## src/logic/ccmc_pkg.sv

```systemverilog
package ccmc_pkg;

    // ************************************************************
    // Register map (byte addresses)
    // ************************************************************
    localparam int ADDR_W = 5;
    localparam logic [ADDR_W-1:0] OFS_CONTROL = 5'h00;
    localparam logic [ADDR_W-1:0] OFS_DUTY_HIGH = 5'h04;
    localparam logic [ADDR_W-1:0] OFS_COMPARE = 5'h08;
    localparam logic [ADDR_W-1:0] OFS_STATUS = 5'h0C;
    localparam logic [ADDR_W-1:0] OFS_CONFIG = 5'h10;

    // ************************************************************
    // Field positions and reset values
    // ************************************************************
    localparam int STAT_FLAG_BIT = 0;
    localparam int STAT_LATCH_BIT = 1;
    localparam int STAT_CNT_LSB = 4;
    localparam int CFG_TSEL_BIT = 0;
    localparam logic [5:0] CONTROL_RST = 6'h00;
    localparam logic [7:0] DUTY_HIGH_RST = 8'h00;
    localparam logic [15:0] COMPARE_RST = 16'h0000;
    localparam int PRESC_W = 4;

    // ************************************************************
    // Mode codes
    // ************************************************************
    localparam logic [3:0] MODE_OFF = 4'h0;
    localparam logic [3:0] MODE_RSVD1 = 4'h1;
    localparam logic [3:0] MODE_CMP_TOGGLE = 4'h2;
    localparam logic [3:0] MODE_RSVD3 = 4'h3;
    localparam logic [3:0] MODE_CAP_FALL = 4'h4;
    localparam logic [3:0] MODE_CAP_RISE = 4'h5;
    localparam logic [3:0] MODE_CAP_RISE4 = 4'h6;
    localparam logic [3:0] MODE_CAP_RISE16 = 4'h7;
    localparam logic [3:0] MODE_CMP_SET_HI = 4'h8;
    localparam logic [3:0] MODE_CMP_SET_LO = 4'h9;
    localparam logic [3:0] MODE_CMP_SWIRQ = 4'hA;
    localparam logic [3:0] MODE_CMP_TRIG = 4'hB;
    localparam logic [PRESC_W-1:0] PRESC_LAST4 = 4'h3;
    localparam logic [PRESC_W-1:0] PRESC_LAST16 = 4'hF;

    // ************************************************************
    // AXI response codes
    // ************************************************************
    localparam logic [1:0] RESP_OKAY = 2'h0;
    localparam logic [1:0] RESP_SLVERR = 2'h2;

    // Control register fields
    typedef struct packed {
        logic [1:0] duty_low_bits;
        logic [3:0] module_mode_select;
    } ccmc_ctrl_t;

    // Pulses sent to the timers and converter
    typedef struct packed {
        logic timer_one_reset;
        logic timer_three_reset;
        logic adc_start;
    } ccmc_trig_t;

endpackage

```

## src/logic/ccmc_capture_presc.sv

```systemverilog
`timescale 1ns/1ps
module ccmc_capture_presc (
    // Clock and reset
    input wire logic clk_sys,
    input wire logic rst,
    // Pin and mode
    input wire logic pin_level,
    input wire logic [3:0] mode,
    // Results
    output logic capture_pulse,
    output logic [ccmc_pkg::PRESC_W-1:0] presc_count
);
    import ccmc_pkg::*;

    logic pin_r;
    logic pulse_r;
    logic pulse_nxt;
    logic [PRESC_W-1:0] cnt_r;
    logic [PRESC_W-1:0] cnt_nxt;

    // Edge detection on the sampled pin
    wire rise = pin_level & ~pin_r;
    wire fall = ~pin_level & pin_r;
    wire is_capture = (mode[3:2] == 2'b01);

    // Counter is held clear outside capture; a direct switch between
    // prescaler settings keeps the count, so a count at or past the
    // new limit fires on the next rising edge
    always_comb begin
        cnt_nxt = cnt_r;
        pulse_nxt = 1'b0;
        if (!is_capture) begin
            cnt_nxt = '0;
        end else begin
            unique case (mode)
                MODE_CAP_FALL: pulse_nxt = fall;
                MODE_CAP_RISE: pulse_nxt = rise;
                MODE_CAP_RISE4: begin
                    if (rise && cnt_r >= PRESC_LAST4) begin
                        pulse_nxt = 1'b1;
                        cnt_nxt = '0;
                    end else if (rise) begin
                        cnt_nxt = cnt_r + 1'b1;
                    end
                end
                MODE_CAP_RISE16: begin
                    if (rise && cnt_r == PRESC_LAST16) begin
                        pulse_nxt = 1'b1;
                        cnt_nxt = '0;
                    end else if (rise) begin
                        cnt_nxt = cnt_r + 1'b1;
                    end
                end
                default: pulse_nxt = 1'b0;
            endcase
        end
    end

    // State registers
    always_ff @(posedge clk_sys or posedge rst) begin
        if (rst) begin
            pin_r <= 1'b0;
            cnt_r <= '0;
            pulse_r <= 1'b0;
        end else begin
            pin_r <= pin_level;
            cnt_r <= cnt_nxt;
            pulse_r <= pulse_nxt;
        end
    end

    assign capture_pulse = pulse_r;
    assign presc_count = cnt_r;

endmodule

```

## src/logic/ccmc_top.sv

```systemverilog
`timescale 1ns/1ps
module ccmc_top #(
    parameter int MODULE_INDEX = 2
) (
    // Clock and reset
    input wire logic clk_sys,
    input wire logic rst,
    // AXI4-Lite write channels
    input wire logic [ccmc_pkg::ADDR_W-1:0] s_axi_awaddr,
    input wire logic s_axi_awvalid,
    output logic s_axi_awready,
    input wire logic [31:0] s_axi_wdata,
    input wire logic [3:0] s_axi_wstrb,
    input wire logic s_axi_wvalid,
    output logic s_axi_wready,
    output logic [1:0] s_axi_bresp,
    output logic s_axi_bvalid,
    input wire logic s_axi_bready,
    // AXI4-Lite read channels
    input wire logic [ccmc_pkg::ADDR_W-1:0] s_axi_araddr,
    input wire logic s_axi_arvalid,
    output logic s_axi_arready,
    output logic [31:0] s_axi_rdata,
    output logic [1:0] s_axi_rresp,
    output logic s_axi_rvalid,
    input wire logic s_axi_rready,
    // Module pin and time bases
    input wire logic module_pin_in,
    input wire logic [15:0] timer_one_pair,
    input wire logic [15:0] timer_three_pair,
    // Pin drive and events
    output logic compare_out,
    output logic compare_drive_en,
    output logic module_event_flag,
    output ccmc_pkg::ccmc_trig_t trig,
    // PWM duty for the waveform generator
    output logic [9:0] duty_value,
    output logic pwm_mode
);
    import ccmc_pkg::*;

    // ************************************************************
    // Registers
    // ************************************************************
    ccmc_ctrl_t ctrl_r;
    logic [7:0] duty_high_r;
    logic [15:0] cmp_r;
    logic tsel_r;
    logic flag_r;
    logic latch_r;
    logic eq_r;
    ccmc_trig_t trig_r;
    logic [ADDR_W-1:0] awaddr_r;
    logic aw_held_r;
    logic [31:0] wdata_r;
    logic [3:0] wstrb_r;
    logic w_held_r;
    logic bvalid_r;
    logic [1:0] bresp_r;
    logic rvalid_r;
    logic [31:0] rdata_r;
    logic [1:0] rresp_r;
    logic capture_pulse;
    logic [PRESC_W-1:0] presc_count;

    // ************************************************************
    // Mode decode
    // ************************************************************
    wire [3:0] mode = ctrl_r.module_mode_select;
    wire is_cap = (mode[3:2] == 2'b01);
    wire is_pwm = (mode[3:2] == 2'b11);
    wire is_cmp = (mode == MODE_CMP_TOGGLE) || (mode[3:2] == 2'b10);
    wire trig_mode = (mode == MODE_CMP_TRIG) && (MODULE_INDEX != 3);

    // Compare runs continuously; only the rising of equality counts,
    // so a stopped timer sitting on the value fires just once
    wire [15:0] timer_sel = tsel_r ? timer_three_pair : timer_one_pair;
    wire eq_now = is_cmp && (timer_sel == cmp_r);
    wire match = eq_now && !eq_r;

    // ************************************************************
    // Bus decode
    // ************************************************************
    wire aw_take = s_axi_awvalid && s_axi_awready;
    wire w_take = s_axi_wvalid && s_axi_wready;
    wire wr_fire = aw_held_r && w_held_r && !bvalid_r;
    wire ar_take = s_axi_arvalid && s_axi_arready;
    wire wr_ctrl = wr_fire && (awaddr_r == OFS_CONTROL) && wstrb_r[0];
    wire wr_duty = wr_fire && (awaddr_r == OFS_DUTY_HIGH) && wstrb_r[0];
    wire wr_cmp_lo = wr_fire && (awaddr_r == OFS_COMPARE) && wstrb_r[0];
    wire wr_cmp_hi = wr_fire && (awaddr_r == OFS_COMPARE) && wstrb_r[1];
    wire wr_stat = wr_fire && (awaddr_r == OFS_STATUS) && wstrb_r[0];
    wire wr_cfg = wr_fire && (awaddr_r == OFS_CONFIG) && wstrb_r[0];
    wire wr_mapped = (awaddr_r == OFS_CONTROL) ||
        (awaddr_r == OFS_DUTY_HIGH) || (awaddr_r == OFS_COMPARE) ||
        (awaddr_r == OFS_STATUS) || (awaddr_r == OFS_CONFIG);
    wire ccmc_ctrl_t new_ctrl = wdata_r[5:0];
    wire new_mode_diff = new_ctrl.module_mode_select != mode;

    assign s_axi_awready = !aw_held_r && !bvalid_r;
    assign s_axi_wready = !w_held_r && !bvalid_r;
    assign s_axi_arready = !rvalid_r;

    // ************************************************************
    // Read mux
    // ************************************************************
    wire [31:0] stat_word = {24'h000000, presc_count, 2'b00,
        latch_r, flag_r};
    wire rd_mapped = (s_axi_araddr == OFS_CONTROL) ||
        (s_axi_araddr == OFS_DUTY_HIGH) || (s_axi_araddr == OFS_COMPARE) ||
        (s_axi_araddr == OFS_STATUS) || (s_axi_araddr == OFS_CONFIG);
    wire [31:0] rd_word =
        (s_axi_araddr == OFS_CONTROL) ? {26'h0000000, ctrl_r} :
        (s_axi_araddr == OFS_DUTY_HIGH) ? {24'h000000, duty_high_r} :
        (s_axi_araddr == OFS_COMPARE) ? {16'h0000, cmp_r} :
        (s_axi_araddr == OFS_STATUS) ? stat_word :
        (s_axi_araddr == OFS_CONFIG) ? {31'h00000000, tsel_r} :
        32'h00000000;

    // ************************************************************
    // Next values of the block state
    // ************************************************************
    // Flag: hardware set wins over a same-cycle write-one clear
    wire evt_set = (match && (mode != MODE_RSVD1)) ||
        (is_cap && capture_pulse);
    wire flag_nxt = evt_set ||
        (flag_r && !(wr_stat && wdata_r[STAT_FLAG_BIT]));

    // Pin latch: cleared by OFF, preset on entry to a forced-level mode, changed on match
    logic latch_nxt;
    always_comb begin
        latch_nxt = latch_r;
        if (wr_ctrl && new_ctrl.module_mode_select == MODE_OFF) begin
            latch_nxt = 1'b0;
        end else if (wr_ctrl && new_mode_diff &&
            new_ctrl.module_mode_select == MODE_CMP_SET_LO) begin
            latch_nxt = 1'b1;
        end else if (wr_ctrl && new_mode_diff &&
            new_ctrl.module_mode_select == MODE_CMP_SET_HI) begin
            latch_nxt = 1'b0;
        end else if (match && mode == MODE_CMP_TOGGLE) begin
            latch_nxt = !latch_r;
        end else if (match && mode == MODE_CMP_SET_LO) begin
            latch_nxt = 1'b0;
        end else if (match && mode == MODE_CMP_SET_HI) begin
            latch_nxt = 1'b1;
        end
    end

    // Capture overrides a same-cycle software write of the value
    logic [15:0] cmp_nxt;
    always_comb begin
        cmp_nxt = cmp_r;
        if (wr_cmp_lo) begin
            cmp_nxt[7:0] = wdata_r[7:0];
        end
        if (wr_cmp_hi) begin
            cmp_nxt[15:8] = wdata_r[15:8];
        end
        if (is_cap && capture_pulse) begin
            cmp_nxt = timer_sel;
        end
    end

    // Trigger resets the assigned pair; only module two converts
    ccmc_trig_t trig_nxt;
    always_comb begin
        trig_nxt.timer_one_reset = match && trig_mode && !tsel_r;
        trig_nxt.timer_three_reset = match && trig_mode && tsel_r;
        trig_nxt.adc_start = match && trig_mode &&
            (MODULE_INDEX == 2);
    end

    // ************************************************************
    // Block state registers
    // ************************************************************
    always_ff @(posedge clk_sys or posedge rst) begin
        if (rst) begin
            ctrl_r <= CONTROL_RST;
            duty_high_r <= DUTY_HIGH_RST;
            cmp_r <= COMPARE_RST;
            tsel_r <= 1'b0;
            flag_r <= 1'b0;
            latch_r <= 1'b0;
            eq_r <= 1'b0;
            trig_r <= '0;
        end else begin
            ctrl_r <= wr_ctrl ? new_ctrl : ctrl_r;
            duty_high_r <= wr_duty ? wdata_r[7:0] : duty_high_r;
            cmp_r <= cmp_nxt;
            tsel_r <= wr_cfg ? wdata_r[CFG_TSEL_BIT] : tsel_r;
            flag_r <= flag_nxt;
            latch_r <= latch_nxt;
            eq_r <= eq_now;
            trig_r <= trig_nxt;
        end
    end

    // ************************************************************
    // AXI4-Lite channel registers
    // ************************************************************
    // Address and data are held separately so either may come first
    always_ff @(posedge clk_sys or posedge rst) begin
        if (rst) begin
            awaddr_r <= '0;
            aw_held_r <= 1'b0;
            wdata_r <= 32'h00000000;
            wstrb_r <= 4'h0;
            w_held_r <= 1'b0;
        end else begin
            awaddr_r <= aw_take ? s_axi_awaddr : awaddr_r;
            wdata_r <= w_take ? s_axi_wdata : wdata_r;
            wstrb_r <= w_take ? s_axi_wstrb : wstrb_r;
            aw_held_r <= aw_take || (aw_held_r && !wr_fire);
            w_held_r <= w_take || (w_held_r && !wr_fire);
        end
    end

    // Write response and read data
    always_ff @(posedge clk_sys or posedge rst) begin
        if (rst) begin
            bvalid_r <= 1'b0;
            bresp_r <= RESP_OKAY;
            rvalid_r <= 1'b0;
            rdata_r <= 32'h00000000;
            rresp_r <= RESP_OKAY;
        end else begin
            bvalid_r <= wr_fire || (bvalid_r && !s_axi_bready);
            bresp_r <= wr_fire ? (wr_mapped ? RESP_OKAY : RESP_SLVERR) :
                bresp_r;
            rvalid_r <= ar_take || (rvalid_r && !s_axi_rready);
            rdata_r <= ar_take ? rd_word : rdata_r;
            rresp_r <= ar_take ? (rd_mapped ? RESP_OKAY : RESP_SLVERR) :
                rresp_r;
        end
    end

    // ************************************************************
    // Capture prescaler
    // ************************************************************
    ccmc_capture_presc u_presc (
        .clk_sys(clk_sys),
        .rst(rst),
        .pin_level(module_pin_in),
        .mode(mode),
        .capture_pulse(capture_pulse),
        .presc_count(presc_count)
    );

    // ************************************************************
    // Outputs
    // ************************************************************
    assign s_axi_bvalid = bvalid_r;
    assign s_axi_bresp = bresp_r;
    assign s_axi_rvalid = rvalid_r;
    assign s_axi_rdata = rdata_r;
    assign s_axi_rresp = rresp_r;
    assign compare_out = latch_r;
    // Port keeps its own data when not in a driving compare mode
    assign compare_drive_en = (mode == MODE_CMP_TOGGLE) ||
        (mode == MODE_CMP_SET_HI) || (mode == MODE_CMP_SET_LO);
    assign module_event_flag = flag_r;
    assign trig = trig_r;
    assign duty_value = {duty_high_r, ctrl_r.duty_low_bits};
    assign pwm_mode = is_pwm;

    logic rd_ctrl_r;
    always_ff @(posedge clk_sys or posedge rst) begin
        if (rst) begin
            rd_ctrl_r <= 1'b0;
        end else if (ar_take) begin
            rd_ctrl_r <= (s_axi_araddr == OFS_CONTROL);
        end
    end
endmodule

```

## config.mk

```make
export PLATFORM = sky130hd
export DESIGN_NAME = ccmc_top
export DESIGN_NICKNAME = d
export VERILOG_FILES = /design/src/logic/ccmc_pkg.sv /design/src/logic/ccmc_capture_presc.sv /design/src/logic/ccmc_top.sv
export SDC_FILE = /design/constraint.sdc
export NUM_CORES = 1
export LEC_CHECK = 0
export BUFFER_PORTS_ARGS = -buffer_cell sky130_fd_sc_hd__buf_2
export CAP_MARGIN = 10
export CORE_UTILIZATION = 51
export DETAILED_ROUTE_END_ITERATION = 6
export GPL_ROUTABILITY_DRIVEN = 0
export MAX_ROUTING_LAYER = met4
export PLACE_DENSITY = 0.8
export SLEW_MARGIN = 20
export SYNTH_ARGS = -nofsm -noshare
export SYNTH_HDL_FRONTEND = slang
export SYNTH_SLANG_ARGS = --single-unit
```

## constraint.sdc

```tcl
create_clock -name clk_sys -period 2.9 [get_ports clk_sys]
set_clock_uncertainty 0.1 [all_clocks]
set_input_delay 0.29 -clock clk_sys [delete_from_list [all_inputs] [get_ports clk_sys]]
set_output_delay 0.29 -clock clk_sys [all_outputs]
set_load 0.01 [all_outputs]
```

==> results of run 1 <==
metal layers:
metal	vias to the layer above	routed length, um
li1	1668	-
met5	-	0
met1	1707	4470
met3	27	721
met4	0	182
met2	171	5140
metrics by stage:
stage | hold WS (ns) | std cells
floorplan | 0.221 | 435
global placement | 0.314 | 620
detailed placement | 0.315 | 620
CTS | 0.00339 | 639
global route | 0.0202 | 639
finish | 0.00554 | 639
cell usage after synthesis, drive strengths merged:
cell    number  area, um2
ha           1       12.5
mux2i       18        180
o21ai       32        160
or3          3       18.8
nor4         7       56.3
nor2        32        123
clkbuf      16       60.1
nand4        3       18.8
and2         7       43.8
conb         1       3.75
a21oi       15       75.1
buf         20        151
o221ai       1       8.76
mux2        39        439
o21a         1       7.51
nand2b       2       12.5
nand2       40        150
a32o         2       20.0
a31o         1       8.76
a31oi        3       18.8
nand3        7       35.0
a211oi       3       22.5
nor4b        1       8.76
nor3         8       40.0
nand3b       2       15.0
a22o        10       87.6
xnor2       20        175
nor2b        5       31.3
o31ai        5       37.5
xor2         1       8.76
a21o         2       15.0
and3         2       12.5
a221oi       7       61.3
a22oi        3       22.5
inv         10       37.5
dfrtp       88       2200
cells by family after synthesis:
group,share of synthesized area
buffers and inverters,0.0568
XOR/XNOR,0.0420
other,0.000856
flip-flops,0.503
multiplexers,0.141
AO/OA/AOI/OAI,0.124
adder cells (fa/ha/maj),0.00286
AND/OR/NAND/NOR,0.129
area by class of cell:
type / count / area [um2] / area share
clock buffer: 9 / 124 / 0.0238
clock inverter: 7 / 47.5 / 0.00915
inverter: 10 / 38.8 / 0.00746
multi-input combinational: 301 / 1990 / 0.384
sequential: 88 / 2200 / 0.424
tap: 105 / 131 / 0.0253
timing repair buffer: 119 / 658 / 0.127
sequential cells by signal, indices dropped and copies added (netlist names), 2 cells and up:
name,flops
wstrb_r,2
mode,4
trig,3
u_presc.presc_count,4
duty_high_r,8
cmp_r,16
duty_value,2
s_axi_rdata,16
wdata_r,16
awaddr_r,5
repair_timing:
action,CTS,global route
endpoints found under the setup margin,0,0
gates resized for setup,0,0
hold buffers,3,0
hold endpoints to repair,40,0
worst paths after layout:
| check | start | to | slack [ns] | depth (start not counted) |
|---|---|---|---|---|
| worst max register to register | tsel_r | compare_out | 0.30 | 7 |
| min in group asynchronous | rst | s_axi_rdata[12] | 0.45 | 3 |
| worst min register to register | s_axi_rdata[0] | s_axi_rdata[0] | 0.39 | 2 |
| worst min-delay path | s_axi_bready | s_axi_bvalid | 0.006 | 2 |
| worst max-delay path | tsel_r | compare_out | 0.30 | 7 |
| max in group asynchronous | rst | compare_out | 1.54 | 4 |
power groups by stage:
stage,Clock (uW),Combinational (uW),Sequential (uW)
after floorplan,0,975,1850
after global placement,0,1240,1940
after detailed placement,0,1290,1960
after CTS,769,1300,1930
after global routing,820,1420,1990
final,762,1290,1940
critical path, cell delays in order, from the launching register on:
cell	delay (ns)
dfrtp_1	0.50
buf_12	0.21
mux2i_1	0.34
xnor2_1	0.12
nor4_1	0.43
nand3_1	0.19
or3_1	0.34
a32o_1	0.26
==> flow_summary.toml, run 1 <==
[finish]
drive_above_1_share = 0.330
diodes = 0
area_growth_pct = 18.6
final_common_cell = "buf_2"
utilization = 0.629
nFillCells = 678
nets = 616
final_cell_mix = "buf_2 (107), dfrtp_1 (88), nand2_1 (40), mux2_2 (39), nor2_1 (31)"
fin_area_um2 = 5200

[clock_tree]
cts.clk_slew.worst_paths_ns = 0.08
cts_root_buf = "clkbuf_8"
clock_latency_ns = 0.37
postCtsSetupBuffers = 0
clockBufferDepth = 2
cts_sinks = 88
cts_tree = "built"
cts_inserted_buffers = 9
h-tree-depth = 3

[timing]
worst_pin_slew_ns = 0.706
hold_viol_final = 0
fin_setup_tns_ns = 0
relSlewSlack = 0.529
rsz0062_at_grt = "false"
setup_ws_ns = 0.299
drv_slew = 0
max_freq_mhz = 385
setup_viol = 0
fin_crit_sh = 0.897
min_period_ns = 2.60

[critical_path]
crit_required_ns = 3.05
critPathCaptureType = "register"
worst-setup-path-type = "reg2reg"
cp_max_fo = 17
start_kind = "register"
cp.arrival_ns = 2.75

[place]
place_area_um2 = 4990
hpwl_mm = 7.63
io_buffers = 107
pre_cts_ws_ns = 0.333

[synth]
synth-seq-cells = 88
yosysUniqueCellTypes = 41
ys_seq_area_frac = 0.503
yosysWarnings = 0
netlist_instances = 418
synth.cell_area_um2 = 4380
syn_avg_cell_area_um2 = 10.5

[power_and_ir_drop]
irDropWorstVdd_mv = 0.498
power_density_nw_per_um2 = 768
combPwrFrac = 0.323
switchingPower_uw = 1440
power.internal_uw = 2550
swShare = 0.361
p_seq_frac = 0.486
p_leak_uw = 0.00244
power.total_uw = 3990
clkPwrFrac = 0.191

[drt]
vias_per_cell = 5.59
first_iter_violations = 175
drt-total-wl_mm = 10.5
drt_first_pass_iters = 7
antenna_left = 0
vias = 3573
drc = 0
wire_per_inst_um = 16.5

[floorplanning]
die_w_um = 94.7
start_util = 0.531
core_area_um2 = 8260
io-pin-count = 144
die_h_um = 94.7
rows = 33
dieArea_um2 = 8970

[global_route]
grt_pass1_wl_mm = 16.6
use_met2 = 0.402
grt_max_degree = 51
grt_usage = 0.254
grt-ovfl-total = 0
grt_pass1_vias = 3420
grtUsageMet1 = 0.329
antenna_found_initial = 0
grt.busiest_layer = "met2"
grt_util_met3 = 0.0491

[min_path]
hold_path_class = "in2reg"

[status]
status = "completed"

[job]
cap_violations = 0
No activity file was read; power rests on OpenSTA's default activity.
==> run 2: changes to the inputs <==
--- a/config.mk
+++ b/config.mk
@@ -12,7 +12,7 @@
 export GPL_ROUTABILITY_DRIVEN = 0
 export MAX_ROUTING_LAYER = met4
 export PLACE_DENSITY = 0.8
-export SLEW_MARGIN = 20
+export SETUP_SLACK_MARGIN = 0.5
 export SYNTH_ARGS = -nofsm -noshare
 export SYNTH_HDL_FRONTEND = slang
 export SYNTH_SLANG_ARGS = --single-unit
==> run 2 against run 1 <==
Routed wire length grew 1.4%. Cell area grew 4.6%. Via count is 0.70% higher. Non-clock buffer count rose by 4. Core utilization is 2.9 points higher. Sequential power is essentially flat. Clock-buffer cell count is the same. Sequential share of layout area shrank 1.8 points. Total power rose by 9.9%. Critical path type unchanged. Highest routed layer unchanged.
==> flow_summary.toml, run 2 (synthesis results as in run 1) <==
[critical_path]
critPathCaptureType = "register"
start_kind = "register"
crit_required_ns = 3.05
worstReg2RegStart = "tsel_r"
crit_end = "compare_out"
reg2reg_to = "compare_out"
r2r_slack_ns = 0.47
worst-setup-path-type = "reg2reg"
r2r_cells = 7
cp.arrival_ns = 2.58
startpoint = "tsel_r"
cp_max_fo = 6

[drt]
wire_per_inst_um = 16.6
antenna_left = 0
drc = 0
first_iter_violations = 205
drt_first_pass_iters = 4
drt-total-wl_mm = 10.7
vias_per_cell = 5.60
vias = 3598

[finish]
nets = 620
nFillCells = 653
utilization = 0.658
diodes = 0
area_growth_pct = 24.0
fin_area_um2 = 5430
final_cell_mix = "buf_2 (107), dfrtp_1 (87), nand2_1 (40), mux2_2 (39), nor2_1 (31)"
drive_above_1_share = 0.364
final_common_cell = "buf_2"

[global_route]
grt_util_met3 = 0.0370
grt_max_degree = 55
grtUsageMet1 = 0.341
antenna_found_initial = 0
grt.busiest_layer = "met2"
grt-ovfl-total = 0
grt_pass1_vias = 3331
grt_pass1_wl_mm = 16.6
grt_usage = 0.255
use_met2 = 0.394

[power_and_ir_drop]
combPwrFrac = 0.339
p_seq_frac = 0.442
power_density_nw_per_um2 = 808
switchingPower_uw = 1530
p_leak_uw = 0.00254
power.total_uw = 4390
swShare = 0.348
power.internal_uw = 2860
irDropWorstVdd_mv = 0.483
clkPwrFrac = 0.219

[floorplanning]
core_area_um2 = 8260
die_w_um = 94.7
io-pin-count = 144
die_h_um = 94.7
start_util = 0.531
dieArea_um2 = 8970
rows = 33

[clock_tree]
cts_root_buf = "clkbuf_8"
cts_tree = "built"
h-tree-depth = 3
cts_sinks = 88
clockBufferDepth = 2
cts.clk_slew.worst_paths_ns = 0.09
cts_inserted_buffers = 9
clock_latency_ns = 0.36

[timing]
fin_setup_tns_ns = 0
max_freq_mhz = 411
fin_crit_sh = 0.838
setup_viol = 0
min_period_ns = 2.43
worst_pin_slew_ns = 0.784
relSlewSlack = 0.476
worst_hold_slack_ns = 0.0215
rsz0062_at_grt = "true"
drv_slew = 0
hold_viol_final = 0

[place]
place_area_um2 = 5000
hpwl_mm = 7.48
io_buffers = 107

[min_path]
hold_path_class = "in2reg"

[job]
cap_violations = 0

[status]
status = "completed"
run 2: how the worst min path moves through the flow:
stage / startpoint / end / slack [ns] / cells after the start
finish: s_axi_bready / s_axi_bvalid / 0.02 / 2
global route: s_axi_bready / s_axi_bvalid / 0.02 / 2
CTS: s_axi_bready / s_axi_bvalid / 0.007 / 2
detailed placement: s_axi_rdata[4] / s_axi_rdata[4] / 0.36 / 2
global placement: rst / awaddr_r[0] / 0.35 / 2
floorplan: module_pin_in / u_presc.pin_r / 0.22 / 0
run 2: final cells by class:
class / instances / area [um2] / area share
Sequential cell: 88 / 2200 / 0.406
Multi-Input combinational cell: 301 / 2110 / 0.389
Timing Repair Buffer: 123 / 717 / 0.132
Tap cell: 105 / 131 / 0.0242
Clock buffer: 9 / 124 / 0.0228
Clock inverter: 7 / 103 / 0.0189
Inverter: 10 / 41.3 / 0.00760
run 2: metrics by stage:
step	worst slack, ns	cells
4_1_cts	0.502	642
5_1_grt	0.367	643
3_3_place_gp	0.530	621
6_report	0.469	643
2_1_floorplan	0.855	435
3_5_place_dp	0.479	621
run 2: critical path, cell delays in order, from the launching register on:
cell     delay [ns]
dfrtp_2        0.44
buf_12         0.16
mux2i_2        0.26
xnor2_1        0.14
nor4_2         0.33
nand2_1        0.23
or3_1          0.40
a32o_1         0.25
run 2: what timing repair did:
| item | CTS | global route |
|---|---|---|
| cloned | 1 | 0 |
| pin swaps | 3 | 3 |
| setup endpoints to repair | 3 | 19 |
| setup buffers | 1 | 1 |
| endpoints found under the hold margin | 36 | 0 |
| gates resized for setup | 19 | 5 |
| hold buffers | 3 | 0 |
run 2: per-layer routing:
layer | share of wire | up-vias | routed length (um)
li1 | - | 1673 | -
met1 | 0.43 | 1763 | 4610
met2 | 0.49 | 150 | 5250
met3 | 0.058 | 12 | 618
met4 | 0.017 | 0 | 180
met5 | 0 | - | 0
run 2: power by group through the flow:
stage | clock network (uW) | registers [uW] | logic (uW)
CTS | 978 | 1920 | 1460
finish | 960 | 1940 | 1490
global placement | 0 | 1930 | 1260
global route | 1020 | 1990 | 1620
floorplan | 0 | 1850 | 975
detailed placement | 0 | 1940 | 1300
==> run 3: changes to the inputs <==
==> constraint.sdc (replaced) <==
create_clock -name clk_sys -period 2.5 [get_ports clk_sys]
set_clock_uncertainty 0.1 [all_clocks]
set_input_delay 0.25 -clock clk_sys [delete_from_list [all_inputs] [get_ports clk_sys]]
set_output_delay 0.25 -clock clk_sys [all_outputs]
set_load 0.01 [all_outputs]
==> run 3 against run 2 <==
Final cell count up 3.0%. Via count up 4.2%. Critical path depth unchanged. Worst setup slack worse by 0.35 ns. Non-clock buffer count up 19. Core utilization up 3.4 points. Critical endpoint unchanged. Highest routed layer unchanged.
==> flow_summary.toml, run 3 (synthesis results as in run 1) <==
[global_route]
grt_pass1_vias = 3594
grt.busiest_layer = "met2"
grt_pass1_wl_mm = 18.1
grt_usage = 0.276
grtUsageMet1 = 0.363
grt_max_degree = 49
antenna_found_initial = 0
grt_util_met3 = 0.0362
grt-ovfl-total = 0
use_met2 = 0.435

[min_path]
min-delay-start = "s_axi_wdata[9]"
hold_depth = 2
hold_path_class = "in2reg"
min_to = "wdata_r[9]"

[critical_path]
r2r_slack_ns = 0.12
critPathCaptureType = "register"
cp_max_fo = 8
worst-setup-path-type = "reg2reg"
cp.arrival_ns = 2.51
worstReg2RegStart = "tsel_r"
crit_required_ns = 2.63
reg2reg_to = "compare_out"
r2r_cells = 7
start_kind = "register"

[place]
io_buffers = 107
hpwl_mm = 7.92
pre_cts_ws_ns = 0.157

[drt]
drt_first_pass_iters = 6
vias_per_cell = 5.66
first_iter_violations = 243
drt-total-wl_mm = 11.8
drc = 0
antenna_left = 0
wire_per_inst_um = 17.8
vias = 3748

[power_and_ir_drop]
p_seq_frac = 0.430
power_density_nw_per_um2 = 935
combPwrFrac = 0.361
irDropWorstVdd_mv = 0.661
swShare = 0.354
p_leak_uw = 0.00266
switchingPower_uw = 1890
clkPwrFrac = 0.209
power.internal_uw = 3450

[clock_tree]
cts_inserted_buffers = 9
cts_root_buf = "clkbuf_8"
cts.clk_slew.worst_paths_ns = 0.09
cts_sinks = 88
clockBufferDepth = 2
cts_tree = "built"
clock_latency_ns = 0.35
h-tree-depth = 3

[floorplanning]
dieArea_um2 = 8970
die_h_um = 94.7
io-pin-count = 144
die_w_um = 94.7
start_util = 0.531
core_area_um2 = 8260
rows = 33

[finish]
drive_above_1_share = 0.393
final_common_cell = "buf_2"
multiInputGateArea_um2 = 2220
utilization = 0.692
final_cell_mix = "buf_2 (108), dfrtp_1 (87), nand2_1 (40), nor2_1 (31), mux2_2 (30)"
area_growth_pct = 30.4
nets = 639
diodes = 0
seq_area_um2 = 2200
nFillCells = 583

[timing]
rsz0062_at_grt = "true"
min_period_ns = 2.38
max_freq_mhz = 420
hold_viol_final = 0
worst_pin_slew_ns = 0.501
relSlewSlack = 0.665
fin_setup_tns_ns = 0
drv_slew = 0
setup_ws_ns = 0.120
fin_crit_sh = 0.952
setup_viol = 0

[job]
cap_violations = 0

[status]
status = "completed"
==> run 3: final cells by class <==
type	count	share of cell area
Timing Repair Buffer	142	0.156
Clock inverter	6	0.0160
Sequential cell	88	0.386
Clock buffer	10	0.0241
Tap cell	105	0.0230
Inverter	10	0.00723
Multi-Input combinational cell	301	0.388
==> run 3: power groups by stage <==
stage	logic (uW)	registers [uW]	clock network (uW)
after floorplan	1140	2140	0
after global placement	1500	2230	0
after detailed placement	1550	2260	0
after CTS	1780	2260	1120
after global routing	2080	2340	1190
final	1930	2300	1120
==> run 3: worst max-delay path by stage <==
stage | start | to | slack, ns | cells past startpoint
2_1_floorplan | tsel_r | compare_out | 0.46 | 7
3_3_place_gp | tsel_r | compare_out | 0.23 | 7
3_5_place_dp | tsel_r | compare_out | 0.16 | 7
4_1_cts | tsel_r | compare_out | 0.25 | 7
5_1_grt | tsel_r | compare_out | 0.05 | 8
6_report | tsel_r | compare_out | 0.12 | 7
==> run 3: routing by layer <==
layer	share of wire	wire length (um)	up-vias
li1	-	-	1710
met1	0.42	4940	1819
met2	0.50	5860	201
met3	0.069	810	18
met4	0.015	182	0
met5	0	0	-
==> run 3: timing repair <==
item                                    4_1_cts  5_1_grt
endpoints found under the setup margin       27       33
gates resized for setup                      22       24
setup buffers                                 9        4
cloned                                        1        1
hold endpoints to repair                     25        0
hold buffers                                  5        0
pin swaps                                     4        8
==> run 3: metrics by stage <==
step	area [um2]	total power, uW	std cells	hold WS (ns)
4_1_cts	5560	5160	657	0.0137
5_1_grt	5710	5610	662	0.0158
2_1_floorplan	4450	3280	435	0.181
3_5_place_dp	5060	3810	626	0.210
6_report	5710	5340	662	0.0234
3_3_place_gp	5060	3730	626	0.203
==> run 3: critical path, stage by stage, from the launching register on <==
cell and delay, ns:
dfrtp_2 0.44, buf_12 0.17, mux2i_2 0.25, xnor2_1 0.13, nor4_2 0.35, nand3_1 0.19, or3_1 0.37, a32o_1 0.26
